<file path="src/verilog/dseq_pkg.sv">
// Package: constants, register map and carriers for the discharge sequencer
package dseq_pkg;
    // Timing bases
    localparam int CLK_PERIOD_NS = 10;
    localparam int HS_FREQ_KHZ = 4000;
    localparam int HS_STEP_NS = 2000;
    localparam int HS_TICKS_PER_STEP = HS_STEP_NS * HS_FREQ_KHZ / 1000000;
    localparam int SLEEP_UNIT_US = 6400;
    localparam int SLEEP_UNIT_CYC = SLEEP_UNIT_US * 1000 / CLK_PERIOD_NS;
    // Gain compensation plus fake measurements appended to each sequence
    localparam int EXTRA_CYCLES = 7;
    // Cycles per sample for each bridge code
    localparam logic [3:0] CPS_HALF = 4'h2;
    localparam logic [3:0] CPS_FULL = 4'h4;
    localparam logic [3:0] CPS_QUATTRO = 4'h8;
    localparam logic [1:0] BRIDGE_HALF = 2'h0;
    localparam logic [1:0] BRIDGE_QUATTRO = 2'h3;
    // Register byte offsets
    localparam logic [7:0] OFS_CTRL = 8'h00;
    localparam logic [7:0] OFS_CFG0 = 8'h04;
    localparam logic [7:0] OFS_CFG2 = 8'h08;
    localparam logic [7:0] OFS_CFG3 = 8'h0c;
    localparam logic [7:0] OFS_STATUS = 8'h10;
    localparam logic [7:0] OFS_RESULT = 8'h14;
    // Field positions
    localparam int CTRL_EN_BIT = 0;
    localparam int CTRL_RC_BIT = 1;
    localparam int CFG0_CONV_LSB = 16;
    localparam int CFG2_SINGLE_BIT = 2;
    localparam int CFG2_CYT_LSB = 4;
    localparam int CFG2_AVR_LSB = 14;
    localparam int CFG3_BRIDGE_LSB = 0;
    localparam int CFG3_ADJ_LSB = 4;
    localparam int CFG3_STRETCH_LSB = 12;
    // Result limits, two's complement
    localparam logic [23:0] RES_MAX = 24'h7fffff;
    localparam logic [23:0] RES_MIN = 24'h800001;
    localparam logic [1:0] RESP_OKAY = 2'h0;
    localparam logic [1:0] RESP_SLVERR = 2'h2;

    typedef struct packed {
        logic enable;
        logic rc_sel;
        logic [7:0] conv_cnt;
        logic single;
        logic [9:0] cytime;
        logic [9:0] avrate;
        logic [1:0] bridge;
        logic [5:0] tdc_adjust_factor;
        logic [1:0] stretch;
    } cfg_t;

    typedef enum logic [1:0] {S_IDLE, S_DISCH, S_GAP, S_SLEEP} state_t;
endpackage

</file>
<file path="src/verilog/discharge_sequence_timing.sv">
// Discharge sequencer: cycle timing, sample grouping, oscillator gating, AXI4-Lite regs
// Operation
// - Non-stretched cycle interval is the setting times 2 us.
// - Stretched mode setting spaces successive discharges in 100 us units.
// - Non-stretched interval is timed from the high-speed clock, external resonator.
// - An internal RC oscillator can replace the resonator as high-speed source.
// - Half bridge 2, full bridge 4, quattro bridge 8 discharges per ratio.
// - One sample is the full discharge set for the chosen bridge.
// - A sequence averages the programmed sample count of samples.
// - Each sequence adds compensation and fake measurements, then yields one result.
// - Result is 24-bit two's complement, limited to 0x800001 through 0x7fffff.
// - Continuous mode measures back to back with the oscillator always on.
// - Single mode runs one sequence then sleeps, oscillator on only meanwhile.
// - Stretched mode keeps discharge count but spreads discharges out in time.
// - Stretched continuous runs the oscillator only during half-bridge pairs.
// - After a one-shot sequence the oscillator stays off during the sleep count.
// - Stretch 2 or 3 separates a half-bridge pair by 200 or 300 us.
// - Single mode sequence spacing is the interval count times 6.4 ms.
//
// Implementation choices: the AXI4-Lite slave port and the placing of the registers.
`timescale 1ns/1ps
module discharge_sequence_timing #(
    parameter int SLEEP_UNIT = dseq_pkg::SLEEP_UNIT_CYC,
    parameter int TDC_W = 24
) (
    // Clock, reset, enable
    input wire logic CLOCK,
    input wire logic RST_N,
    input wire logic CE,
    // AXI4-Lite slave
    input wire logic [7:0] S_AXI_AWADDR,
    input wire logic S_AXI_AWVALID,
    output logic S_AXI_AWREADY,
    input wire logic [31:0] S_AXI_WDATA,
    input wire logic [3:0] S_AXI_WSTRB,
    input wire logic S_AXI_WVALID,
    output logic S_AXI_WREADY,
    output logic [1:0] S_AXI_BRESP,
    output logic S_AXI_BVALID,
    input wire logic S_AXI_BREADY,
    input wire logic [7:0] S_AXI_ARADDR,
    input wire logic S_AXI_ARVALID,
    output logic S_AXI_ARREADY,
    output logic [31:0] S_AXI_RDATA,
    output logic [1:0] S_AXI_RRESP,
    output logic S_AXI_RVALID,
    input wire logic S_AXI_RREADY,
    // Timing sources from pins
    input wire logic HS_CLK_EXT,
    input wire logic HS_CLK_RC,
    input wire logic SLOW_CLK,
    // Discharge front end, same clock
    input wire logic TDC_VALID,
    input wire logic [TDC_W-1:0] TDC_VALUE,
    output logic DISCH_START,
    output logic OSC_EN,
    // Progress
    output logic SAMPLE_DONE,
    output logic SEQ_DONE,
    output logic SLEEPING
);
    dseq_pkg::cfg_t cfg_q;
    dseq_pkg::state_t state_q, state_d;
    logic [2:0] sy1_q, sy2_q, sy3_q, stab_q, rise;
    logic [2:0] pre_q;
    logic tick, hs_rise, stretched, long_gap, seq_end, last_in_samp, in_avg;
    logic [9:0] tick_cnt_q, target;
    logic [15:0] disch_cnt_q, avg_cycles, total;
    logic [3:0] samp_idx_q, cps;
    logic pair_q;
    logic signed [39:0] acc_q, acc_next;
    logic [23:0] result_q, sat;
    logic [7:0] unit_cnt_q;
    logic [19:0] unit_pre_q;
    logic [15:0] seq_count_q;
    logic aw_hold_q, w_hold_q;
    logic [7:0] aw_addr_q;
    logic [31:0] w_data_q;
    logic [3:0] w_strb_q;

    // Pin sampling: a level counts once stages two and three agree
    always_ff @(posedge CLOCK or negedge RST_N) begin
        if (!RST_N) begin
            sy1_q <= 3'h0;
            sy2_q <= 3'h0;
            sy3_q <= 3'h0;
            stab_q <= 3'h0;
        end else if (CE) begin
            sy1_q <= {SLOW_CLK, HS_CLK_RC, HS_CLK_EXT};
            sy2_q <= sy1_q;
            sy3_q <= sy2_q;
            stab_q <= (~(sy2_q ^ sy3_q) & sy3_q) | ((sy2_q ^ sy3_q) & stab_q);
        end
    end
    assign rise = ~(sy2_q ^ sy3_q) & sy3_q & ~stab_q;
    assign hs_rise = cfg_q.rc_sel ? rise[1] : rise[0];
    assign stretched = (cfg_q.stretch != 2'h0);

    // High-speed prescaler: one step per eight source clocks
    always_ff @(posedge CLOCK or negedge RST_N) begin
        if (!RST_N) begin
            pre_q <= 3'h0;
        end else if (CE && hs_rise) begin
            pre_q <= (pre_q == 3'(dseq_pkg::HS_TICKS_PER_STEP - 1)) ? 3'h0 : pre_q + 3'h1;
        end
    end
    assign tick = stretched ? rise[2]
                            : (hs_rise && pre_q == 3'(dseq_pkg::HS_TICKS_PER_STEP - 1));

    always_comb begin
        case (cfg_q.bridge)
            dseq_pkg::BRIDGE_HALF: cps = dseq_pkg::CPS_HALF;
            dseq_pkg::BRIDGE_QUATTRO: cps = dseq_pkg::CPS_QUATTRO;
            default: cps = dseq_pkg::CPS_FULL;
        endcase
    end
    // Widen before the product so quattro counts above 1023 do not wrap
    assign avg_cycles = 16'(cfg_q.avrate) * 16'(cps);
    assign total = avg_cycles + 16'(dseq_pkg::EXTRA_CYCLES);
    assign in_avg = (disch_cnt_q < avg_cycles);
    assign last_in_samp = (samp_idx_q == cps - 4'h1);
    assign seq_end = (disch_cnt_q + 16'h1 >= total);
    // Pair gap uses the stretch code itself as a count of 100 us steps
    assign long_gap = !(cfg_q.stretch[1] && pair_q);
    assign target = (stretched && !long_gap) ? {8'h0, cfg_q.stretch} : cfg_q.cytime;

    always_comb begin
        state_d = state_q;
        case (state_q)
            dseq_pkg::S_IDLE: if (cfg_q.enable) state_d = dseq_pkg::S_DISCH;
            dseq_pkg::S_DISCH: begin
                if (TDC_VALID) begin
                    if (seq_end && cfg_q.single) state_d = dseq_pkg::S_SLEEP;
                    else state_d = dseq_pkg::S_GAP;
                end
            end
            dseq_pkg::S_GAP: begin
                if (!cfg_q.enable) state_d = dseq_pkg::S_IDLE;
                else if (tick_cnt_q >= target) state_d = dseq_pkg::S_DISCH;
            end
            dseq_pkg::S_SLEEP: begin
                if (unit_cnt_q >= cfg_q.conv_cnt) begin
                    state_d = cfg_q.enable ? dseq_pkg::S_DISCH : dseq_pkg::S_IDLE;
                end
            end
            default: state_d = dseq_pkg::S_IDLE;
        endcase
    end

    always_ff @(posedge CLOCK or negedge RST_N) begin
        if (!RST_N) state_q <= dseq_pkg::S_IDLE;
        else if (CE) state_q <= state_d;
    end

    // Interval counter restarts at each discharge start
    always_ff @(posedge CLOCK or negedge RST_N) begin
        if (!RST_N) begin
            tick_cnt_q <= 10'h0;
        end else if (CE) begin
            if (state_d == dseq_pkg::S_DISCH && state_q != dseq_pkg::S_DISCH) tick_cnt_q <= 10'h0;
            else if (tick && tick_cnt_q != 10'h3ff) tick_cnt_q <= tick_cnt_q + 10'h1;
        end
    end

    // Sequence bookkeeping and result accumulation
    assign acc_next = samp_idx_q[0] ? acc_q - 40'(signed'(TDC_VALUE))
                                    : acc_q + 40'(signed'(TDC_VALUE));
    always_comb begin
        // Extra compensation discharges never enter the result
        if (acc_q > 40'(signed'(dseq_pkg::RES_MAX))) sat = dseq_pkg::RES_MAX;
        else if (acc_q < 40'(signed'(dseq_pkg::RES_MIN))) sat = dseq_pkg::RES_MIN;
        else sat = acc_q[23:0];
    end
    always_ff @(posedge CLOCK or negedge RST_N) begin
        if (!RST_N) begin
            disch_cnt_q <= 16'h0;
            samp_idx_q <= 4'h0;
            acc_q <= 40'sh0;
            result_q <= 24'h0;
            seq_count_q <= 16'h0;
            pair_q <= 1'b0;
        end else if (CE) begin
            if (state_q == dseq_pkg::S_IDLE) begin
                disch_cnt_q <= 16'h0;
                samp_idx_q <= 4'h0;
                acc_q <= 40'sh0;
                pair_q <= 1'b0;
            end else if (state_q == dseq_pkg::S_DISCH && TDC_VALID) begin
                pair_q <= cfg_q.stretch[1] ? !pair_q : 1'b0;
                if (seq_end) begin
                    disch_cnt_q <= 16'h0;
                    samp_idx_q <= 4'h0;
                    acc_q <= 40'sh0;
                    result_q <= sat;
                    seq_count_q <= seq_count_q + 16'h1;
                end else begin
                    disch_cnt_q <= disch_cnt_q + 16'h1;
                    if (in_avg) begin
                        samp_idx_q <= last_in_samp ? 4'h0 : samp_idx_q + 4'h1;
                        acc_q <= acc_next;
                    end
                end
            end
        end
    end

    // Sleep timer in 6.4 ms units
    always_ff @(posedge CLOCK or negedge RST_N) begin
        if (!RST_N) begin
            unit_pre_q <= 20'h0;
            unit_cnt_q <= 8'h0;
        end else if (CE) begin
            if (state_q != dseq_pkg::S_SLEEP) begin
                unit_pre_q <= 20'h0;
                unit_cnt_q <= 8'h0;
            end else if (unit_pre_q == 20'(SLEEP_UNIT - 1)) begin
                unit_pre_q <= 20'h0;
                unit_cnt_q <= unit_cnt_q + 8'h1;
            end else begin
                unit_pre_q <= unit_pre_q + 20'h1;
            end
        end
    end

    // Registered outputs toward the front end
    always_ff @(posedge CLOCK or negedge RST_N) begin
        if (!RST_N) begin
            DISCH_START <= 1'b0;
            OSC_EN <= 1'b0;
            SAMPLE_DONE <= 1'b0;
            SEQ_DONE <= 1'b0;
            SLEEPING <= 1'b0;
        end else if (CE) begin
            DISCH_START <= (state_d == dseq_pkg::S_DISCH && state_q != dseq_pkg::S_DISCH);
            SAMPLE_DONE <= (state_q == dseq_pkg::S_DISCH && TDC_VALID && in_avg
                            && last_in_samp);
            SEQ_DONE <= (state_q == dseq_pkg::S_DISCH && TDC_VALID && seq_end);
            SLEEPING <= (state_d == dseq_pkg::S_SLEEP);
            if (!stretched) begin
                OSC_EN <= (state_d == dseq_pkg::S_DISCH || state_d == dseq_pkg::S_GAP);
            end else begin
                // Oscillator only around each pair; startup delay is the user's margin
                OSC_EN <= (state_d == dseq_pkg::S_DISCH)
                          || (state_d == dseq_pkg::S_GAP && cfg_q.stretch[1] && !pair_q
                              && state_q == dseq_pkg::S_DISCH && TDC_VALID)
                          || (state_d == dseq_pkg::S_GAP && state_q == dseq_pkg::S_GAP
                              && !long_gap);
            end
        end
    end

    // AXI4-Lite write: address and data taken in either order
    always_ff @(posedge CLOCK or negedge RST_N) begin
        if (!RST_N) begin
            aw_hold_q <= 1'b0;
            w_hold_q <= 1'b0;
            aw_addr_q <= 8'h0;
            w_data_q <= 32'h0;
            w_strb_q <= 4'h0;
            S_AXI_BVALID <= 1'b0;
            S_AXI_BRESP <= dseq_pkg::RESP_OKAY;
            cfg_q <= '0;
        end else if (CE) begin
            if (S_AXI_AWVALID && S_AXI_AWREADY) begin
                aw_hold_q <= 1'b1;
                aw_addr_q <= S_AXI_AWADDR;
            end
            if (S_AXI_WVALID && S_AXI_WREADY) begin
                w_hold_q <= 1'b1;
                w_data_q <= S_AXI_WDATA;
                w_strb_q <= S_AXI_WSTRB;
            end
            if (S_AXI_BVALID && S_AXI_BREADY) S_AXI_BVALID <= 1'b0;
            if (aw_hold_q && w_hold_q && !S_AXI_BVALID) begin
                aw_hold_q <= 1'b0;
                w_hold_q <= 1'b0;
                S_AXI_BVALID <= 1'b1;
                S_AXI_BRESP <= dseq_pkg::RESP_OKAY;
                // A write lands only when every byte holding the register's fields is strobed
                case (aw_addr_q)
                    dseq_pkg::OFS_CTRL: if (w_strb_q[0]) begin
                        cfg_q.enable <= w_data_q[dseq_pkg::CTRL_EN_BIT];
                        cfg_q.rc_sel <= w_data_q[dseq_pkg::CTRL_RC_BIT];
                    end
                    dseq_pkg::OFS_CFG0: if (w_strb_q[2])
                        cfg_q.conv_cnt <= w_data_q[dseq_pkg::CFG0_CONV_LSB +: 8];
                    dseq_pkg::OFS_CFG2: if (&w_strb_q[2:0]) begin
                        cfg_q.single <= w_data_q[dseq_pkg::CFG2_SINGLE_BIT];
                        cfg_q.cytime <= w_data_q[dseq_pkg::CFG2_CYT_LSB +: 10];
                        cfg_q.avrate <= w_data_q[dseq_pkg::CFG2_AVR_LSB +: 10];
                    end
                    dseq_pkg::OFS_CFG3: if (&w_strb_q[1:0]) begin
                        cfg_q.bridge <= w_data_q[dseq_pkg::CFG3_BRIDGE_LSB +: 2];
                        cfg_q.tdc_adjust_factor <= w_data_q[dseq_pkg::CFG3_ADJ_LSB +: 6];
                        cfg_q.stretch <= w_data_q[dseq_pkg::CFG3_STRETCH_LSB +: 2];
                    end
                    default: S_AXI_BRESP <= dseq_pkg::RESP_SLVERR;
                endcase
            end
        end
    end
    assign S_AXI_AWREADY = !aw_hold_q;
    assign S_AXI_WREADY = !w_hold_q;

    // AXI4-Lite read: one cycle after address acceptance
    always_ff @(posedge CLOCK or negedge RST_N) begin
        if (!RST_N) begin
            S_AXI_RVALID <= 1'b0;
            S_AXI_RDATA <= 32'h0;
            S_AXI_RRESP <= dseq_pkg::RESP_OKAY;
        end else if (CE) begin
            if (S_AXI_RVALID && S_AXI_RREADY) S_AXI_RVALID <= 1'b0;
            if (S_AXI_ARVALID && S_AXI_ARREADY) begin
                S_AXI_RVALID <= 1'b1;
                S_AXI_RRESP <= dseq_pkg::RESP_OKAY;
                case (S_AXI_ARADDR)
                    dseq_pkg::OFS_CTRL: S_AXI_RDATA <= {30'h0, cfg_q.rc_sel, cfg_q.enable};
                    dseq_pkg::OFS_CFG0: S_AXI_RDATA <= {8'h0, cfg_q.conv_cnt, 16'h0};
                    dseq_pkg::OFS_CFG2: S_AXI_RDATA <= {8'h0, cfg_q.avrate, cfg_q.cytime,
                                                        1'b0, cfg_q.single, 2'h0};
                    dseq_pkg::OFS_CFG3: S_AXI_RDATA <= {18'h0, cfg_q.stretch, 2'h0,
                                                        cfg_q.tdc_adjust_factor, 2'h0,
                                                        cfg_q.bridge};
                    dseq_pkg::OFS_STATUS: S_AXI_RDATA <= {seq_count_q, 13'h0, pair_q, state_q};
                    dseq_pkg::OFS_RESULT: S_AXI_RDATA <= {{8{result_q[23]}}, result_q};
                    default: begin
                        S_AXI_RDATA <= 32'h0;
                        S_AXI_RRESP <= dseq_pkg::RESP_SLVERR;
                    end
                endcase
            end
        end
    end
    assign S_AXI_ARREADY = !S_AXI_RVALID;
endmodule

</file>
<file path="config.mk">
export PLATFORM = sky130hd
export DESIGN_NAME = discharge_sequence_timing
export DESIGN_NICKNAME = d
export VERILOG_FILES = /design/src/verilog/dseq_pkg.sv /design/src/verilog/discharge_sequence_timing.sv
export SDC_FILE = /design/constraint.sdc
export NUM_CORES = 1
export LEC_CHECK = 0
export ABC_AREA = 1
export BUFFER_PORTS_ARGS = -buffer_cell sky130_fd_sc_hd__buf_4
export CORE_MARGIN = 2
export CORE_UTILIZATION = 55
export DETAILED_ROUTE_END_ITERATION = 10
export HOLD_SLACK_MARGIN = 0.08
export PLACE_DENSITY = 0.75
export SYNTH_ARGS = -nofsm -noshare
export SYNTH_HDL_FRONTEND = slang
export SYNTH_SLANG_ARGS = --single-unit
</file>
<file path="constraint.sdc">
create_clock -name CLOCK -period 16.5 [get_ports CLOCK]
set_input_delay 2.475 -clock CLOCK [delete_from_list [all_inputs] [get_ports CLOCK]]
set_output_delay 2.475 -clock CLOCK [all_outputs]
set_load 0.01 [all_outputs]
</file>
# Word-level counts from Yosys, hierarchy flattened
# Index checks and enable logic that the tools add are counted.
[word_totals]
rom_bits = 0
reg_bits = 277
ram_bits = 0
memories = 0
latch_bits = 0
[classes]
reduce_logical = 64
n_bitwise = 8
n_mul = 1
n_mux = 49
add_sub_neg = 11
n_shift = 0
n_eq_ne = 21
n_div = 0
n_lt_le_gt_ge = 6
[op_table]
columns = ["cell", "count"]
rows = [
  ["40-bit 2-to-1 mux", 5],
  ["32-bit one-hot mux with 6 select lines", 1],
  ["16-bit 2-to-1 mux", 3],
  ["24-bit 2-to-1 mux", 2],
  ["40-bit by 24-bit adder with 40-bit output", 1],
  ["40-bit by 24-bit greater-than comparator with 1-bit output (second input constant)", 1],
  ["40-bit by 24-bit < comparator with 1-bit output (second input constant)", 1],
  ["20-bit 2-to-1 mux", 2],
  ["40-bit by 24-bit subtractor with 40-bit output", 1],
  ["16-bit by 1-bit adder with 16-bit output (second input constant)", 2],
  ["8-bit by 4-bit == test with 1-bit output (second input constant)", 4],
  ["10-bit 2-to-1 mux", 3],
  ["1-bit logical AND", 24],
  ["2-bit AND reduction", 11],
  ["20-bit by 1-bit adder with 20-bit output (second input constant)", 1],
  ["20-bit == test (second input constant)", 1],
  ["4-bit 2-to-1 mux", 5],
  ["8-bit by 3-bit == test with 1-bit output (second input constant)", 2],
  ["8-bit by 5-bit == test with 1-bit output (second input constant)", 2],
  ["16-bit by 15-bit >= comparator with 1-bit output", 1],
  ["8-bit logical NOT", 2],
  ["16-bit by 14-bit < comparator with 1-bit output", 1],
  ["1-bit 2-to-1 mux", 16],
  ["8-bit 2-to-1 mux", 2],
  ["other kinds (36)", 66],
]

# Longest topological paths before layout
[depth]
ltp_word = 17
mapped_depth = 42
ltp_nobuf = 41

# Worst setup path before layout
# No wires, ideal clock.
[synth_path]
path_kind = "reg-to-reg"
start = "reg cfg_q[8] (netlist name)"
end = "reg tick_cnt_q[6]"
required_time_ps = 16369
n_path_buf = 1
period_less_slack_ps = 6045
setup_ps = 131
path_stages_with_launch = 41
path_slack_ps = 10455
t_arrival_ps = 5914
path_cell_list = "dfrtp_1 > inv_1 > ha_1 > clkbuf_1 > nand2_1 > inv_1 > fa_1 > ha_1 > ha_1 > inv_1 > fa_1 > xnor2_1 > inv_1 > nor3b_1 > nand3_1 > inv_1 > nand2_1 > nor2_1 > [5 not listed] > nand2_1 > nand2_2 > nand2_1 > nand2_1 > nand3_1 > nand3_1 > ha_1 > inv_1 > nor2_1 > inv_1 > nor2_1 > inv_1 > nand2_1 > nand2_1 > inv_1 > nand4_1 > xor2_1 > nor2_1"
[synth_via]
elab_chain_len = 13
elab_cells_between_ends = 15
[synth_rtl]
columns = ["element", "line", "text"]
rows = [
  ["start: declaration", "discharge_sequence_timing.sv:62", "dseq_pkg::cfg_t cfg_q;"],
  ["2-bit == test / 2-bit logical NOT (equally long branches)", "discharge_sequence_timing.sv:111", "case (cfg_q.bridge)"],
  ["4-bit one-hot mux with 2 select lines *", "discharge_sequence_timing.sv:111", ""],
  ["10-bit by 4-bit multiplier with 14-bit output *", "discharge_sequence_timing.sv:118", "assign avg_cycles = 16'(cfg_q.avrate) * 16'(cps);"],
  ["14-bit by 3-bit adder with 15-bit output *", "discharge_sequence_timing.sv:119", "assign total = avg_cycles + 16'(dseq_pkg::EXTRA_CYCLES);"],
  ["16-bit by 15-bit >= comparator with 1-bit output *", "discharge_sequence_timing.sv:122", "assign seq_end = (disch_cnt_q + 16'h1 >= total);"],
  ["1-bit logical AND *", "discharge_sequence_timing.sv:133", "if (seq_end && cfg_q.single) state_d = dseq_pkg::S_SLEEP;"],
  ["1-bit 2-to-1 mux *", "discharge_sequence_timing.sv:133", ""],
  ["2-bit 2-to-1 mux *", "discharge_sequence_timing.sv:132", "if (TDC_VALID) begin"],
  ["2-bit one-hot mux with 4 select lines *", "discharge_sequence_timing.sv:129", "case (state_q)"],
  ["net state_d[0]", "discharge_sequence_timing.sv:63", "dseq_pkg::state_t state_q, state_d;"],
  ["2-bit by 1-bit == test with 1-bit output *", "discharge_sequence_timing.sv:160", "if (state_d == dseq_pkg::S_DISCH && state_q != dseq_pkg::S_DISCH) tick_cnt_q <= 10'h0;"],
  ["1-bit logical AND *", "discharge_sequence_timing.sv:160", ""],
  ["2-bit nonzero test (no line)", "n/a", ""],
  ["2-bit AND reduction (no line)", "n/a", ""],
  ["end signal: assignment", "discharge_sequence_timing.sv:161", "else if (tick && tick_cnt_q != 10'h3ff) tick_cnt_q <= tick_cnt_q + 10'h1;"],
  ["end: declaration", "discharge_sequence_timing.sv:67", "logic [9:0] tick_cnt_q, target;"],
]
# Mark *: on every way through the listed nets, which the timed path passes. The rest lies on a longest branch.
# A chain may end at the register's enable or synchronous reset.

# Worst setup path in the final report
# Same ends and word-level chain as after synthesis.

==> qor.txt <==
Status: finished, final reports clean
Pwr Total: 2091 uW
Clock sink count: 274
Hold path start: sy1_q[0]
Layout area overhead: 12.78%
Commonest non-fill, non-tap cell in the layout: nand2_1
Core Area: 33,280 um^2
Vias: 17,251
Die height: 187.0 um
Port Buffers: 121
Sequential share of the synthesized area: 37.22%
CP endpoint kind: register
Residual DRC: 0
Post-CTS Resized: 0
Syn Inst Count: 2,545
Critical path class: register to register
Largest net degree at the start of global routing: 123
Global-route wire length before repair: 86.22 mm
Synth Warn #: 0
Sequential cell area: 6857 um^2
Setup Buffers After CTS: 0
Crit path launch type: register
Post-route ant nets: 0
Routed wire length: 52.74 mm
Cell Area, Synth: 18,420 um^2
Die ar.: 34,970 um^2
Vias per std cell: 5.542
CTS Hold Bufs: 0
GR Util All Layers: 30.27%
Initial DRC count: 1,408
Mapped Avg Cell Area: 7.238 um^2
Root buffer cell: clkbuf_16
Number of flops mapped to enable cells by yosys: 0
Max FO, Critical Path: 13
Die Span X: 187.0 um
Clk_lat worst skew: 0.57 ns
H-Tree Depth: 1
Crit path launch: cfg_q[8]
Area of the multi-input gates: 9972 um^2
Critical path's slowest cell: dfrtp_1
Initial antenna violation count: 1
Tmin final: 7.478 ns
#FFs+latches synth: 274
Most used flip-flop cell after synthesis: dfrtp_1
Peak supply drop: 0.1054 mV
Max-cap violations: 0
Fin util: 62.43%
Max-slew violations: 0
Worst Hold Class: register to register
Worst R2R Start: cfg_q[8]
Ant. Diodes: 0
RSZ-0062 raised after global routing: no
Final hold violation count: 0
CTS tree: done
CTS Buf Count: 30
DP HPWL: 40.14 mm
Final instance area: 20,780 um^2
FMAX: 133.7 MHz
Ys async rst share: 100.0%
Worst-Margin Slew: 1.032 ns
Vias in the first global route: 16,997
1st-pass router iterations: 8
Slew margin rel.: 30.69%
Placed inst area: 19,670 um^2
Starting Density: 55.35%
Clock transition at path regs: 0.06 ns
Crit-path max cell delay: 0.49 ns
Cell mode on critical path: inv_1
Arrival time at the worst endpoint: 7.92 ns
Clk buf depth: 3
Setup violators final: 0
Grt total ovfl: 0
I/O pins: 134
Worst path required time: 16.94 ns
Layout cells sized above 1: 8.143%
Pwr dens: 100.6 nW/um^2
Post-synthesis cell type count: 56
Fillers: 3,017
P_leak: 0.01098 uW
Drt wl/cell: 16.94 um
Most frequent cells in the layout: nand2_1, inv_1, dfrtp_1
Rows: 67
Nets: 2,860
Final Skew: 0.01929 ns
Crit share post-route: 45.32%
Setup_tns: 0 ns
Gpl congestion: 0.9610
==> worst paths after layout <==
kind	to	cells past startpoint	slack (ns)
max	tick_cnt_q[6]	39	9.02
min	sy1_q[0]	2	0.47
max reg2reg	tick_cnt_q[6]	39	9.02
min reg2reg	sy1_q[0]	2	0.47
max in group asynchronous	acc_q[37]	2	12.94
min in group asynchronous	tick_cnt_q[4]	1	1.95
==> sequential cells by signal, indices dropped and copies added, names as in the netlist, 8 cells and up, named ones only <==
name,flops
S_AXI_RDATA,32
acc_q,40
aw_addr_q,8
cfg_q,41
disch_cnt_q,16
result_q,24
seq_count_q,16
tick_cnt_q,10
unit_cnt_q,8
unit_pre_q,20
w_data_q,23
==> per-layer routing <==
layer  vias to the layer above  track usage [%]  share of wire, %  routed length [um]
met3                       100            2.964               5.5                2911
met1                      8180            40.13                43               22830
met2                       551            51.92                48               25250
met5                         -                0                 0                   0
li1                       8420                -                 -                   -
met4                         0            10.65               3.3                1750
==> stage by stage <==
step                      hold slack, ns  worst slack, ns  std cells
after floorplan                   0.4422            10.45       2546
after global placement            0.4591            9.296       3057
after detailed placement          0.4638            9.109       3057
after CTS                         0.4786            9.048       3113
after global routing              0.5055            8.216       3113
final                             0.4744            9.022       3113
==> cells by family after synthesis <==
logic type | count (synthesis) | synth area share, %
AND/OR/NAND/NOR | 1207 | 27.13
flip-flops | 274 | 37.22
AO/OA/AOI/OAI | 413 | 12.29
other | 1 | 0.02036
multiplexers | 9 | 0.5502
XOR/XNOR | 100 | 4.754
buffers and inverters | 410 | 8.728
adder cells (fa/ha/maj) | 131 | 9.305
==> Yosys cell counts (all sizes together) (5+ instances only) <==
cell type  instances  area [um^2]
nand3            141        710.7
xnor2             31        271.5
o2111ai            5        43.79
nor2             261        994.7
a21oi            140        700.7
o22ai              9        56.30
inv              340         1276
fa                10        200.2
nand4             32        200.2
a22o               9        78.83
or2                6        37.54
xor2              69        604.3
o21bai             7        52.55
dfrtp            274         6857
o21ai            205         1026
o211ai             5        37.54
nor4              22        143.9
buf               29        177.7
mux2               9        101.4
nor3              34        175.2
a21o               5        37.54
a221oi             9        78.83
clkbuf            41        153.9
nand2            701         2665
ha               121         1514
==> layout make-up <==
cell class / instances / area share [%]
clock buffer: 36 / 3.818
tap: 448 / 2.698
clock inverter: 20 / 1.500
timing repair buffer: 133 / 4.842
inverter: 340 / 6.143
sequential: 274 / 33.00
multi-input combinational: 1862 / 48.00
==> where the power goes <==
group / switching, uW / internal [uW] / total, uW
clock network: 292 / 455 / 747
registers: 58.5 / 755 / 813
logic: 353 / 178 / 531
total: 703 / 1390 / 2090
==> critical path, delay by kind of cell (launching register included) <==
kind | cells | cell delay (ns)
simple gates | 20 | 3.18
fa+ha+maj | 7 | 2.22
buf+inv | 9 | 0.86
xor+xnor | 3 | 0.59
flops | 1 | 0.49
Power figures use the tool's default switching activity.
